==> src/include/frt_pkg.sv <==
// Shared constants for the free-running timer with capture and compare
package frt_pkg;
  // Bus geometry
  localparam int ADDR_W = 8;
  localparam int IDX_W = 6;
  // Register indexes; byte address is four times the index
  localparam logic [5:0] IDX_CTRL_STATUS = 6'h08;
  localparam logic [5:0] IDX_COUNT_HI = 6'h09;
  localparam logic [5:0] IDX_COUNT_LO = 6'h0a;
  localparam logic [5:0] IDX_CMP_HI = 6'h0b;
  localparam logic [5:0] IDX_CMP_LO = 6'h0c;
  localparam logic [5:0] IDX_CAP_HI = 6'h0d;
  localparam logic [5:0] IDX_CAP_LO = 6'h0e;
  localparam logic [5:0] IDX_EVT_STATUS = 6'h18;
  localparam logic [5:0] IDX_EVT_MASK = 6'h19;
  // Control/status bit positions
  localparam int BIT_OUT_LEVEL = 0;
  localparam int BIT_EDGE_SEL = 1;
  localparam int BIT_WRAP_EN = 2;
  localparam int BIT_CMP_EN = 3;
  localparam int BIT_CAP_EN = 4;
  localparam int BIT_WRAP_FLAG = 5;
  localparam int BIT_CMP_FLAG = 6;
  localparam int BIT_CAP_FLAG = 7;
  localparam logic [7:0] CTRL_WR_MASK = 8'h1f;
  // Event status and mask bit positions
  localparam int EVT_WRAP = 0;
  localparam int EVT_CMP = 1;
  localparam int EVT_CAP = 2;
  // Reset and preset values
  localparam logic [15:0] COUNT_RESET = 16'h0000;
  localparam logic [15:0] COUNT_PRESET = 16'hfff8;
  localparam logic [15:0] COUNT_ALL_ONES = 16'hffff;
  localparam logic [15:0] CMP_RESET = 16'hffff;
  localparam logic [7:0] CTRL_RESET = 8'h00;
  localparam logic [2:0] EVT_RESET = 3'h0;
  // Bus responses
  localparam logic [1:0] RESP_OKAY = 2'h0;
  localparam logic [1:0] RESP_SLVERR = 2'h2;

  // True for an index that holds a register
  function automatic logic is_mapped(input logic [5:0] idx);
    is_mapped = (idx >= IDX_CTRL_STATUS && idx <= IDX_CAP_LO) ||
                idx == IDX_EVT_STATUS || idx == IDX_EVT_MASK;
  endfunction
endpackage

==> src/core/frt_axil_slave.sv <==
// AXI4-Lite slave front end giving single-cycle register strobes
`timescale 1ns/1ns
module frt_axil_slave (
  // Clock and reset
  input wire logic clk,
  input wire logic rst_n,
  // Write address and data
  input wire logic [frt_pkg::ADDR_W-1:0] awaddr,
  input wire logic awvalid,
  output logic awready,
  input wire logic [31:0] wdata,
  input wire logic [3:0] wstrb,
  input wire logic wvalid,
  output logic wready,
  // Write response
  output logic [1:0] bresp,
  output logic bvalid,
  input wire logic bready,
  // Read address and data
  input wire logic [frt_pkg::ADDR_W-1:0] araddr,
  input wire logic arvalid,
  output logic arready,
  output logic [31:0] rdata,
  output logic [1:0] rresp,
  output logic rvalid,
  input wire logic rready,
  // Register side
  output logic wr_en,
  output logic [5:0] wr_idx,
  output logic [7:0] wr_byte,
  output logic rd_en,
  output logic [5:0] rd_idx,
  input wire logic [7:0] rd_byte
);
  logic aw_held_reg;
  logic w_held_reg;
  logic [7:0] wdat_reg;
  logic wstrb0_reg;

  assign wr_byte = wdat_reg;

  always_ff @(posedge clk) begin
    if (!rst_n) begin
      awready <= 1'b0;
      wready <= 1'b0;
      aw_held_reg <= 1'b0;
      w_held_reg <= 1'b0;
      wr_idx <= 6'h00;
      wdat_reg <= 8'h00;
      wstrb0_reg <= 1'b0;
      wr_en <= 1'b0;
      bvalid <= 1'b0;
      bresp <= frt_pkg::RESP_OKAY;
    end else begin
      wr_en <= 1'b0;
      if (!aw_held_reg && !bvalid && !awready) begin
        awready <= 1'b1;
      end
      if (!w_held_reg && !bvalid && !wready) begin
        wready <= 1'b1;
      end
      if (awvalid && awready) begin
        wr_idx <= awaddr[7:2];
        aw_held_reg <= 1'b1;
        awready <= 1'b0;
      end
      if (wvalid && wready) begin
        wdat_reg <= wdata[7:0];
        wstrb0_reg <= wstrb[0];
        w_held_reg <= 1'b1;
        wready <= 1'b0;
      end
      if (aw_held_reg && w_held_reg && !bvalid) begin
        wr_en <= wstrb0_reg & frt_pkg::is_mapped(wr_idx);
        bresp <= frt_pkg::is_mapped(wr_idx) ? frt_pkg::RESP_OKAY : frt_pkg::RESP_SLVERR;
        bvalid <= 1'b1;
        aw_held_reg <= 1'b0;
        w_held_reg <= 1'b0;
      end
      if (bvalid && bready) begin
        bvalid <= 1'b0;
      end
    end
  end

  always_ff @(posedge clk) begin
    if (!rst_n) begin
      arready <= 1'b0;
      rd_idx <= 6'h00;
      rd_en <= 1'b0;
      rvalid <= 1'b0;
      rdata <= 32'h0000_0000;
      rresp <= frt_pkg::RESP_OKAY;
    end else begin
      rd_en <= 1'b0;
      if (!rd_en && !rvalid && !arready) begin
        arready <= 1'b1;
      end
      if (arvalid && arready) begin
        rd_idx <= araddr[7:2];
        rd_en <= 1'b1;
        arready <= 1'b0;
      end
      // Data is taken in the strobe cycle so side effects match it
      if (rd_en) begin
        rdata <= {24'h00_0000, rd_byte};
        rresp <= frt_pkg::is_mapped(rd_idx) ? frt_pkg::RESP_OKAY : frt_pkg::RESP_SLVERR;
        rvalid <= 1'b1;
      end
      if (rvalid && rready) begin
        rvalid <= 1'b0;
      end
    end
  end
endmodule

==> src/core/frt_edge_detect.sv <==
// Capture pin edge detector with selectable polarity
`timescale 1ns/1ns
module frt_edge_detect (
  // Clock and reset
  input wire logic clk,
  input wire logic rst_n,
  // Pin and polarity
  input wire logic pin,
  input wire logic rising_sel,
  // Qualified edge
  output logic edge_pulse
);
  logic prev_reg;
  logic seen_reg;

  always_ff @(posedge clk) begin
    if (!rst_n) begin
      prev_reg <= 1'b0;
      seen_reg <= 1'b0;
    end else begin
      prev_reg <= pin;
      seen_reg <= 1'b1;
    end
  end

  // No edge on the first sample after reset
  always_comb begin
    if (rising_sel) begin
      edge_pulse = seen_reg & pin & ~prev_reg;
    end else begin
      edge_pulse = seen_reg & ~pin & prev_reg;
    end
  end
endmodule

==> src/core/frt_timer.sv <==
// Free-running timer with output compare, input capture and AXI4-Lite registers
// How it works
// - Sixteen-bit counter, one step per clock
// - Counter high-byte write presets to fff8
// - Wrap flag sets at counter all ones
// - Wrap flag clears: status read, count-high read
// - Compare match sets flag, copies level
// - Pin driven only when direction bit out
// - Compare-high write blocks matching one cycle
// - Reset loads compare register with ffff
// - Compare flag clears: status read, compare write
// - Qualified pin edge copies counter, always sensed
// - Edge select: zero falling, one rising
// - Capture always; blocked inside double read
// - Capture flag clears: status read, capture-high read
// - Status layout fixed; low five bits writable
// - Each flag requests interrupt when enabled
// - Counter feeds serial bit-rate source
// - Level bit reaches pin only via match
//
// The AXI4-Lite interface to the registers was left to the implementer.
`timescale 1ns/1ns
module frt_timer (
  // Clock and reset
  input wire logic CLK_SYS,
  input wire logic RST_N,
  // AXI4-Lite write address and data
  input wire logic [frt_pkg::ADDR_W-1:0] S_AXI_AWADDR,
  input wire logic S_AXI_AWVALID,
  output logic S_AXI_AWREADY,
  input wire logic [31:0] S_AXI_WDATA,
  input wire logic [3:0] S_AXI_WSTRB,
  input wire logic S_AXI_WVALID,
  output logic S_AXI_WREADY,
  // AXI4-Lite write response
  output logic [1:0] S_AXI_BRESP,
  output logic S_AXI_BVALID,
  input wire logic S_AXI_BREADY,
  // AXI4-Lite read
  input wire logic [frt_pkg::ADDR_W-1:0] S_AXI_ARADDR,
  input wire logic S_AXI_ARVALID,
  output logic S_AXI_ARREADY,
  output logic [31:0] S_AXI_RDATA,
  output logic [1:0] S_AXI_RRESP,
  output logic S_AXI_RVALID,
  input wire logic S_AXI_RREADY,
  // Timer pins
  input wire logic CAPTURE_INPUT_PIN,
  input wire logic COMPARE_DIR_OUT,
  output logic COMPARE_OUTPUT_PIN_O,
  output logic COMPARE_OUTPUT_PIN_OE,
  // Interrupts
  output logic MASKABLE_IRQ_LINE,
  output logic EVENT_IRQ,
  // Serial bit-rate source
  output logic [15:0] BIT_RATE_COUNT
);
  logic wr_en;
  logic [5:0] wr_idx;
  logic [7:0] wr_byte;
  logic rd_en;
  logic [5:0] rd_idx;
  logic [7:0] rd_byte;
  logic cap_edge;

  logic [15:0] count_reg;
  logic [15:0] cmp_reg;
  logic [15:0] cap_reg;
  logic [4:0] ctrl_reg;
  logic wrap_flag_reg;
  logic cmp_flag_reg;
  logic cap_flag_reg;
  logic wrap_arm_reg;
  logic cmp_arm_reg;
  logic cap_arm_reg;
  logic cmp_hold_reg;
  logic cap_lock_reg;
  logic level_reg;
  logic pin_oe_reg;
  logic [2:0] evt_status_reg;
  logic [2:0] evt_mask_reg;
  logic irq_reg;
  logic evt_irq_reg;

  logic wr_ctrl;
  logic wr_count_hi;
  logic wr_cmp_hi;
  logic wr_cmp_lo;
  logic wr_evt_status;
  logic wr_evt_mask;
  logic rd_ctrl;
  logic rd_count_hi;
  logic rd_cap_hi;
  logic rd_cap_lo;
  logic wrap_hit;
  logic cmp_hit;
  logic wrap_flag_next;
  logic cmp_flag_next;
  logic cap_flag_next;
  logic [2:0] evt_now;
  logic [2:0] evt_status_next;
  logic [7:0] ctrl_view;

  // A new event wins over a clear sequence that completes in the same cycle
  function automatic logic flag_step(input logic hit, input logic flag, input logic arm, input logic take);
    flag_step = hit | (flag & ~(arm & take));
  endfunction

  frt_axil_slave u_bus (
    .clk(CLK_SYS),
    .rst_n(RST_N),
    .awaddr(S_AXI_AWADDR),
    .awvalid(S_AXI_AWVALID),
    .awready(S_AXI_AWREADY),
    .wdata(S_AXI_WDATA),
    .wstrb(S_AXI_WSTRB),
    .wvalid(S_AXI_WVALID),
    .wready(S_AXI_WREADY),
    .bresp(S_AXI_BRESP),
    .bvalid(S_AXI_BVALID),
    .bready(S_AXI_BREADY),
    .araddr(S_AXI_ARADDR),
    .arvalid(S_AXI_ARVALID),
    .arready(S_AXI_ARREADY),
    .rdata(S_AXI_RDATA),
    .rresp(S_AXI_RRESP),
    .rvalid(S_AXI_RVALID),
    .rready(S_AXI_RREADY),
    .wr_en(wr_en),
    .wr_idx(wr_idx),
    .wr_byte(wr_byte),
    .rd_en(rd_en),
    .rd_idx(rd_idx),
    .rd_byte(rd_byte)
  );

  // edge sensed on the pin regardless of direction
  frt_edge_detect u_edge (
    .clk(CLK_SYS),
    .rst_n(RST_N),
    .pin(CAPTURE_INPUT_PIN),
    .rising_sel(ctrl_reg[frt_pkg::BIT_EDGE_SEL]),
    .edge_pulse(cap_edge)
  );

  // Access decode
  assign wr_ctrl = wr_en && wr_idx == frt_pkg::IDX_CTRL_STATUS;
  assign wr_count_hi = wr_en && wr_idx == frt_pkg::IDX_COUNT_HI;
  assign wr_cmp_hi = wr_en && wr_idx == frt_pkg::IDX_CMP_HI;
  assign wr_cmp_lo = wr_en && wr_idx == frt_pkg::IDX_CMP_LO;
  assign wr_evt_status = wr_en && wr_idx == frt_pkg::IDX_EVT_STATUS;
  assign wr_evt_mask = wr_en && wr_idx == frt_pkg::IDX_EVT_MASK;
  assign rd_ctrl = rd_en && rd_idx == frt_pkg::IDX_CTRL_STATUS;
  assign rd_count_hi = rd_en && rd_idx == frt_pkg::IDX_COUNT_HI;
  assign rd_cap_hi = rd_en && rd_idx == frt_pkg::IDX_CAP_HI;
  assign rd_cap_lo = rd_en && rd_idx == frt_pkg::IDX_CAP_LO;

  assign wrap_hit = count_reg == frt_pkg::COUNT_ALL_ONES;
  // skip the cycle after a high-byte write
  assign cmp_hit = !cmp_hold_reg && count_reg == cmp_reg;

  // wrap flag clear sequence, set wins
  assign wrap_flag_next = flag_step(wrap_hit, wrap_flag_reg, wrap_arm_reg, rd_count_hi);
  // compare flag clear sequence, set wins
  assign cmp_flag_next = flag_step(cmp_hit, cmp_flag_reg, cmp_arm_reg, wr_cmp_hi | wr_cmp_lo);
  // capture flag clear sequence, set wins
  assign cap_flag_next = flag_step(cap_edge, cap_flag_reg, cap_arm_reg, rd_cap_hi);

  assign evt_now = {cap_edge, cmp_hit, wrap_hit};
  // Write-one-to-clear; a new event wins over the clear
  assign evt_status_next = evt_now | (evt_status_reg & ~(wr_evt_status ? wr_byte[2:0] : 3'h0));

  // bit order of the control/status view
  assign ctrl_view = {cap_flag_reg, cmp_flag_reg, wrap_flag_reg, ctrl_reg};

  always_comb begin
    case (rd_idx)
      frt_pkg::IDX_CTRL_STATUS: rd_byte = ctrl_view;
      frt_pkg::IDX_COUNT_HI: rd_byte = count_reg[15:8];
      frt_pkg::IDX_COUNT_LO: rd_byte = count_reg[7:0];
      frt_pkg::IDX_CMP_HI: rd_byte = cmp_reg[15:8];
      frt_pkg::IDX_CMP_LO: rd_byte = cmp_reg[7:0];
      frt_pkg::IDX_CAP_HI: rd_byte = cap_reg[15:8];
      frt_pkg::IDX_CAP_LO: rd_byte = cap_reg[7:0];
      frt_pkg::IDX_EVT_STATUS: rd_byte = {5'h00, evt_status_reg};
      frt_pkg::IDX_EVT_MASK: rd_byte = {5'h00, evt_mask_reg};
      default: rd_byte = 8'h00;
    endcase
  end

  // Free-running counter
  always_ff @(posedge CLK_SYS) begin
    if (!RST_N) begin
      count_reg <= frt_pkg::COUNT_RESET;
    end else if (wr_count_hi) begin
      count_reg <= frt_pkg::COUNT_PRESET;
    end else begin
      count_reg <= count_reg + 16'h0001;
    end
  end

  // Compare register and its match hold-off
  always_ff @(posedge CLK_SYS) begin
    if (!RST_N) begin
      cmp_reg <= frt_pkg::CMP_RESET;
      cmp_hold_reg <= 1'b0;
    end else begin
      // High byte lands alone, so the pair may be half new for a cycle
      // one-cycle match block
      cmp_hold_reg <= wr_cmp_hi;
      if (wr_cmp_hi) begin
        cmp_reg[15:8] <= wr_byte;
      end
      if (wr_cmp_lo) begin
        cmp_reg[7:0] <= wr_byte;
      end
    end
  end

  // Capture register
  always_ff @(posedge CLK_SYS) begin
    if (!RST_N) begin
      cap_reg <= frt_pkg::COUNT_RESET;
      cap_lock_reg <= 1'b0;
    end else begin
      // Keeps the low byte paired with the high byte already returned
      // lock between high and low byte reads
      if (rd_cap_hi) begin
        cap_lock_reg <= 1'b1;
      end else if (rd_cap_lo || rd_en || wr_en) begin
        cap_lock_reg <= 1'b0;
      end
      if (cap_edge && !cap_lock_reg) begin
        cap_reg <= count_reg;
      end
    end
  end

  // Control bits
  always_ff @(posedge CLK_SYS) begin
    if (!RST_N) begin
      ctrl_reg <= frt_pkg::CTRL_RESET[4:0];
    end else if (wr_ctrl) begin
      // only the low five bits take writes
      ctrl_reg <= wr_byte[4:0] & frt_pkg::CTRL_WR_MASK[4:0];
    end
  end

  // Event flags and their clear sequences
  always_ff @(posedge CLK_SYS) begin
    if (!RST_N) begin
      wrap_flag_reg <= 1'b0;
      cmp_flag_reg <= 1'b0;
      cap_flag_reg <= 1'b0;
      wrap_arm_reg <= 1'b0;
      cmp_arm_reg <= 1'b0;
      cap_arm_reg <= 1'b0;
    end else begin
      wrap_flag_reg <= wrap_flag_next;
      cmp_flag_reg <= cmp_flag_next;
      cap_flag_reg <= cap_flag_next;
      // arm by status read, consume by count-high read
      if (rd_ctrl) begin
        wrap_arm_reg <= wrap_flag_reg;
      end else if (rd_count_hi) begin
        wrap_arm_reg <= 1'b0;
      end
      // arm by status read, consume by compare write
      if (rd_ctrl) begin
        cmp_arm_reg <= cmp_flag_reg;
      end else if (wr_cmp_hi || wr_cmp_lo) begin
        cmp_arm_reg <= 1'b0;
      end
      // arm by status read, consume by capture-high read
      if (rd_ctrl) begin
        cap_arm_reg <= cap_flag_reg;
      end else if (rd_cap_hi) begin
        cap_arm_reg <= 1'b0;
      end
    end
  end

  // Compare output pin
  always_ff @(posedge CLK_SYS) begin
    if (!RST_N) begin
      level_reg <= 1'b0;
      pin_oe_reg <= 1'b0;
    end else begin
      // level moves to the pin only on a match
      if (cmp_hit) begin
        level_reg <= ctrl_reg[frt_pkg::BIT_OUT_LEVEL];
      end
      pin_oe_reg <= COMPARE_DIR_OUT;
    end
  end

  // Sticky event status and mask
  always_ff @(posedge CLK_SYS) begin
    if (!RST_N) begin
      evt_status_reg <= frt_pkg::EVT_RESET;
      evt_mask_reg <= frt_pkg::EVT_RESET;
    end else begin
      evt_status_reg <= evt_status_next;
      if (wr_evt_mask) begin
        evt_mask_reg <= wr_byte[2:0];
      end
    end
  end

  // Interrupt lines
  always_ff @(posedge CLK_SYS) begin
    if (!RST_N) begin
      irq_reg <= 1'b0;
      evt_irq_reg <= 1'b0;
    end else begin
      // each flag gated by its own enable
      irq_reg <= (wrap_flag_next & ctrl_reg[frt_pkg::BIT_WRAP_EN]) |
                 (cmp_flag_next & ctrl_reg[frt_pkg::BIT_CMP_EN]) |
                 (cap_flag_next & ctrl_reg[frt_pkg::BIT_CAP_EN]);
      evt_irq_reg <= |(evt_status_next & evt_mask_reg);
    end
  end

  assign COMPARE_OUTPUT_PIN_O = level_reg;
  assign COMPARE_OUTPUT_PIN_OE = pin_oe_reg;
  assign MASKABLE_IRQ_LINE = irq_reg;
  assign EVENT_IRQ = evt_irq_reg;
  // counter drives the serial bit-rate source
  assign BIT_RATE_COUNT = count_reg;
endmodule

==> config.mk <==
export PLATFORM = sky130hd
export DESIGN_NAME = frt_timer
export DESIGN_NICKNAME = d
export VERILOG_FILES = /design/src/include/frt_pkg.sv /design/src/core/frt_axil_slave.sv /design/src/core/frt_edge_detect.sv /design/src/core/frt_timer.sv
export SDC_FILE = /design/constraint.sdc
export NUM_CORES = 1
export LEC_CHECK = 0
export BUFFER_PORTS_ARGS = -buffer_cell sky130_fd_sc_hd__clkbuf_2
export CORE_MARGIN = 2
export CORE_UTILIZATION = 50
export CTS_CLUSTER_SIZE = 25
export DETAILED_ROUTE_END_ITERATION = 8
export PLACE_DENSITY_LB_ADDON = 0.1
export SLEW_MARGIN = 25
export SYNTH_ARGS = -nofsm -noshare
export SYNTH_HDL_FRONTEND = slang
export SYNTH_SLANG_ARGS = --single-unit
==> constraint.sdc <==
create_clock -name CLK_SYS -period 2.1 [get_ports CLK_SYS]
set_input_delay 0 -clock CLK_SYS [delete_from_list [all_inputs] [get_ports CLK_SYS]]
set_output_delay 0 -clock CLK_SYS [all_outputs]
set_load 0.02 [all_outputs]
## After elaboration in Yosys (flattened, before gate mapping)

Index checks and enable logic that the tools add are counted.

- Bits in registers: 115
- Input port bits: 61
- Output and inout bits: 61

- Add/sub/neg operators: 1
- $lt $le $gt $ge: 4
- Eq/ne operators: 17
- Muxes and demuxes: 16
- Bitwise logic cells: 30
- Reduce and logical (&&, ||, !) cells: 57

Operators with widths:

| kind | number |
|---|---|
| $pmux 8 s9 | 1 |
| $eq 6x4->1 const B | 11 |
| $logic_and 1x1->1 | 27 |
| $eq 6x5->1 const B | 4 |
| $add 16x1->16 const B | 1 |
| $eq 16x16->1 | 1 |
| $eq 16x16->1 const B | 1 |
| $mux 16 | 1 |
| $and 1x1->1 | 14 |
| $reduce_or 2->1 | 7 |
| $ge 6x4->1 const B | 2 |
| $le 6x4->1 const B | 2 |
| $mux 1 | 11 |
| $logic_not 1->1 | 10 |
| $reduce_bool 2->1 | 4 |
| $logic_or 1x1->1 | 7 |
| $and 3x3->3 | 2 |
| $not 1->1 | 6 |
| $or 1x1->1 | 6 |
| $mux 2 | 2 |
| $mux 3 | 1 |
| $not 3->3 | 1 |
| $or 3x3->3 | 1 |
| $reduce_or 3->1 | 1 |
| $reduce_and 2->1 | 1 |

## Logic depth before layout (Yosys ltp)

- Depth after elaboration: 10
- Depth in mapped cells: 7

## Modules after synthesis

From an unflattened synthesis, not the netlist that was laid out.

- Cell total of the unflattened synthesis: 606
- Area total of the unflattened synthesis: 5486.5 sq um

Modules (own cells, without submodules):

| module | times used | cells an instance | area each (sq um) | sequential area each (sq um) |
|---|---|---|---|---|
| frt_timer | 1 | 408 | 3689.8 | 1421.4 |
| frt_axil_slave | 1 | 192 | 1726.7 | 800.8 |
| frt_edge_detect | 1 | 6 | 70.1 | 40.0 |

## Worst setup path after synthesis

OpenSTA, ideal clock, no wires.

- Kind: register to register
- Start point: reg count_reg[0], in the netlist BIT_RATE_COUNT[0]
- End point: reg evt_irq_reg, in the netlist EVENT_IRQ
- Arrival: 1.853 ns
- Slack: 0.187 ns
- Stages on the path, launching flop included: 7
- Cell sequence: dfxtp_1 ha_1 nand4_2 or4_4 a21oi_2 o31a_1 o41a_1

- Cells in the longest elaborated chain, start to end: 5

Ends and longest elaborated chain:

| element | line | source |
|---|---|---|
| start, declared | frt_timer.sv:66 | `logic [15:0] count_reg;` |
| start signal, assigned | frt_timer.sv:194 | `count_reg <= frt_pkg::COUNT_RESET;` |
| start signal, assigned | frt_timer.sv:196 | `count_reg <= frt_pkg::COUNT_PRESET;` |
| start signal, assigned | frt_timer.sv:198 | `count_reg <= count_reg + 16'h0001;` |
| $eq 16x16->1 | frt_timer.sv:160 | `assign cmp_hit = !cmp_hold_reg && count_reg == cmp_reg;` |
| $logic_and 1x1->1 | frt_timer.sv:160 |  |
| $or 3x3->3 * | frt_timer.sv:171 | `assign evt_status_next = evt_now \| (evt_status_reg & ~(wr_evt_status ? wr_byte[2:0] : 3'h0));` |
| $and 3x3->3 * | frt_timer.sv:320 | `evt_irq_reg <= \|(evt_status_next & evt_mask_reg);` |
| $reduce_or 3->1 * | frt_timer.sv:320 |  |
| end signal, assigned | frt_timer.sv:320 |  |
| end, declared | frt_timer.sv:83 | `logic evt_irq_reg;` |

Mark *: on every way between the ends. The rest lies on a longest branch, timed or not.
A chain may end at the register's enable or synchronous reset.

## Final worst setup path

- Start point: reg count_reg[3], in the netlist BIT_RATE_COUNT[3]
- End point: reg evt_irq_reg, in the netlist EVENT_IRQ

The elaborated chain is that of the path after synthesis.

==> metrics.csv <==
stage,metric,value,unit
critical_path,critPathMaxFanout,9,
floorplanning,fp.dieArea,11400,um^2
drt,drc_errors,0,
clock_network,clock_path_buffers,2,
grt,grt.total_usage,0.249,
critical_path,critPathMaxStageDelay,0.58,ns
finish,antennaDiodeCount,0,
floorplanning,die_y,107,um
critical_path,crit_path_end_kind,flip-flop,
clock_network,cts_sinks,113,
sta,finalHoldViolCount,0,
grt,grt_pass1_vias,4267,
critical_path,reg2reg_slack,0.20,ns
worst_hold_path,min_from,S_AXI_RREADY,
placed_design,io_buffers,64,
floorplanning,die-width,107,um
grt,grt_pass1_wl,22.0,mm
grt,grt-ovfl-total,0,
critical_path,worst_path_max_delay_cell,or4_4,
sta,setup_viol,0,
critical_path,crit_buf_inv,0,
sta,period_minus_slack,1.90,ns
synth,ys_seq_area_frac,0.428,
drt,routed_wl,13.5,mm
pwr,total_power,0.00554,W
critical_path,worstSetupStartpointType,flip-flop,
grt,antenna_found_initial,0,
drt,ant_nets,0,
floorplanning,fp.coreArea,10300,um^2
sta,slew_headroom,0.602,
critical_path,r2r_end,EVENT_IRQ$_SDFF_PN0_,
drt,post_drt_wl_per_cell,15.9,um
grt,grt_max_degree,44,
pwr,powerDensity,818,nW/um^2
clock_network,clkLatencyLatePin,0.50,ns
clock_network,cts_root_buf,clkbuf_8,
finish,fin_nets,766,
drt,dr.pass1.iters,5,
clock_network,cts_made_buffers,17,
floorplanning,start_util,0.514,
critical_path,cp.required,2.55,ns
worst_hold_path,worstHoldPathCells,3,
synth,synth-main-ff-cell,dfxtp_1,
clock_network,path_clk_slew,0.06,ns
synth,synth_edf_count,0,
critical_path,worstPathArrival,2.35,ns
finish,areaGrowthSynthToFinish,28.2,%
sta,rsz0062_at_grt,no,
finish,drive_gt1_frac,0.191,
finish,nFillCells,867,
floorplanning,ios,122,
synth,ys_types,54,
synth,async_flop_share,0,
critical_path,crit_cells,5,
drt,drt_iter0_drc,305,
sta,drv_slew,0,
finish,final_cell_mix,"113 x dfxtp_1, 75 x nand2_1, 64 x clkbuf_2, 50 x dlygate4sd3_1, 49 x nor2_1",
sta,fin_crit_sh,0.905,
critical_path,reg2reg_depth,5,
critical_path,path_class,flip-flop to flip-flop,
pwr,ir_drop,0.525,mV
run_status,status,completed,
sta,fin_skew,0.00768,ns
pwr,p_leak,2.66,nW
sta,tns,0,ns
worst_hold_path,worst_hold_path_type,input port to flip-flop,
synth,synth_area,5280,um^2
clock_network,tritoncts,done,
synth,yosys_warnings,0,
clock_network,cts.repair.resized,0,
clock_network,post_cts_buffers,0,
synth,ys_ff_latch,113,
synth,syn-mean-instance-area,9.00,um^2
placed_design,gp_congestion,0.864,
sta,fmax,526,MHz
critical_path,path_cells,nand4_2 -> or4_4 -> a21oi_2 -> o31a_1 -> o41a_1,
placed_design,dpl.hpwl,9.12,mm
critical_path,rr_startpoint,BIT_RATE_COUNT[3]$_SDFF_PN0_,
worst_hold_path,hold_end,u_bus.rvalid$_SDFFE_PP0P_,
drt,viasPerCell,5.38,
synth,syn_inst,587,
finish,layout_commonest_cell,dfxtp_1,
sta,tightest_slew,0.591,ns
floorplanning,rows,37,
critical_path,cp_top_family,simple AND/OR/NAND/NOR gates,
flow_run,maxCapViolations,0,
clock_network,htree_num_levels,4,
drt,dr_total_vias,4580,
[cell type report]
cell class	instances	area, um^2	share of cell area
inverters	17	63.8	0.00942
well taps	136	170	0.0251
flip-flops and latches	113	2260	0.334
multi-input cells	418	2670	0.394
clock inverters	12	158	0.0233
repair buffers	137	1010	0.149
clock buffers	19	442	0.0652
[per-stage QoR]
| stage | instances | hold slack, ns | instance area [um^2] | setup slack, ns | utilization |
|---|---|---|---|---|---|
| 5_1_grt | 852 | 0.248 | 6770 | 0.0638 | 0.659 |
| 4_1_cts | 852 | 0.210 | 6770 | 0.199 | 0.659 |
| 6_report | 852 | 0.233 | 6770 | 0.199 | 0.659 |
| 2_1_floorplan | 612 | 0.0277 | 5380 | 0.187 | - |
| 3_5_place_dp | 771 | 0.193 | 5670 | 0.249 | 0.552 |
| 3_3_place_gp | 771 | 0.192 | 5670 | 0.260 | 0.552 |
[worst min-delay path, cell delays in order]
cell	delay (ns)
dlygate4sd3_1	0.52
clkbuf_2	0.10
a211oi_1	0.06
[cells in the mapped netlist (11+ instances only)]
cell type  instances  area [um^2]
buf_2             11         55.1
and2_1            13         81.3
nand2_1           75          282
nor2_1            49          184
nand3_1           21          105
buf_4             33          248
mux2i_1           48          480
xnor2_1           22          193
dfxtp_1          113         2260
inv_1             17         63.8
clkbuf_1          16         60.1
a21oi_1           47          235
[cells by family after synthesis]
family                   count (synthesis)  share of synthesized area
AO/OA/AOI/OAI                           99                      0.118
other                                    1                   0.000710
XOR/XNOR                                28                     0.0464
flip-flops                             113                      0.428
adder cells (fa/ha/maj)                  1                    0.00237
AND/OR/NAND/NOR                        205                      0.188
buffers and inverters                   81                     0.0836
multiplexers                            59                      0.133
[routing by layer]
layer,vias up,routed length (um),global-route usage,share of wire
li1,2224,-,-,-
met1,2168,6090,0.334,0.45
met2,168,6340,0.395,0.47
met3,20,861,0.0626,0.064
met4,0,214,0.0751,0.016
met5,-,0,0,0
[where the power goes]
part	leakage, nW	switching (W)	total (W)	internal, W
Clock	0.287	0.00101	0.00287	0.00187
Combinational	1.46	0.000235	0.000415	0.000180
Sequential	0.916	0.0000568	0.00225	0.00219
Total	2.66	0.00130	0.00554	0.00424
[worst max path at each step]
stage | from | endpoint | slack (ns)
detailed placement | BIT_RATE_COUNT[3]$_SDFF_PN0_ | EVENT_IRQ$_SDFF_PN0_ | 0.25
finish | BIT_RATE_COUNT[3]$_SDFF_PN0_ | EVENT_IRQ$_SDFF_PN0_ | 0.20
CTS | BIT_RATE_COUNT[3]$_SDFF_PN0_ | EVENT_IRQ$_SDFF_PN0_ | 0.20
global placement | BIT_RATE_COUNT[3]$_SDFF_PN0_ | EVENT_IRQ$_SDFF_PN0_ | 0.26
global route | u_bus.rd_idx[2]$_SDFFE_PN0P_ | MASKABLE_IRQ_LINE$_SDFF_PN0_ | 0.06
floorplan | BIT_RATE_COUNT[0]$_SDFF_PP0_ | EVENT_IRQ$_SDFF_PN0_ | 0.19
[what timing repair did]
| item | 4_1_cts | 5_1_grt |
|---|---|---|
| hold buffers | 50 | 0 |
| setup endpoints to repair | 0 | 0 |
| endpoints found under the hold margin | 30 | 0 |
Note: power is estimated with default switching activity, not from simulation.
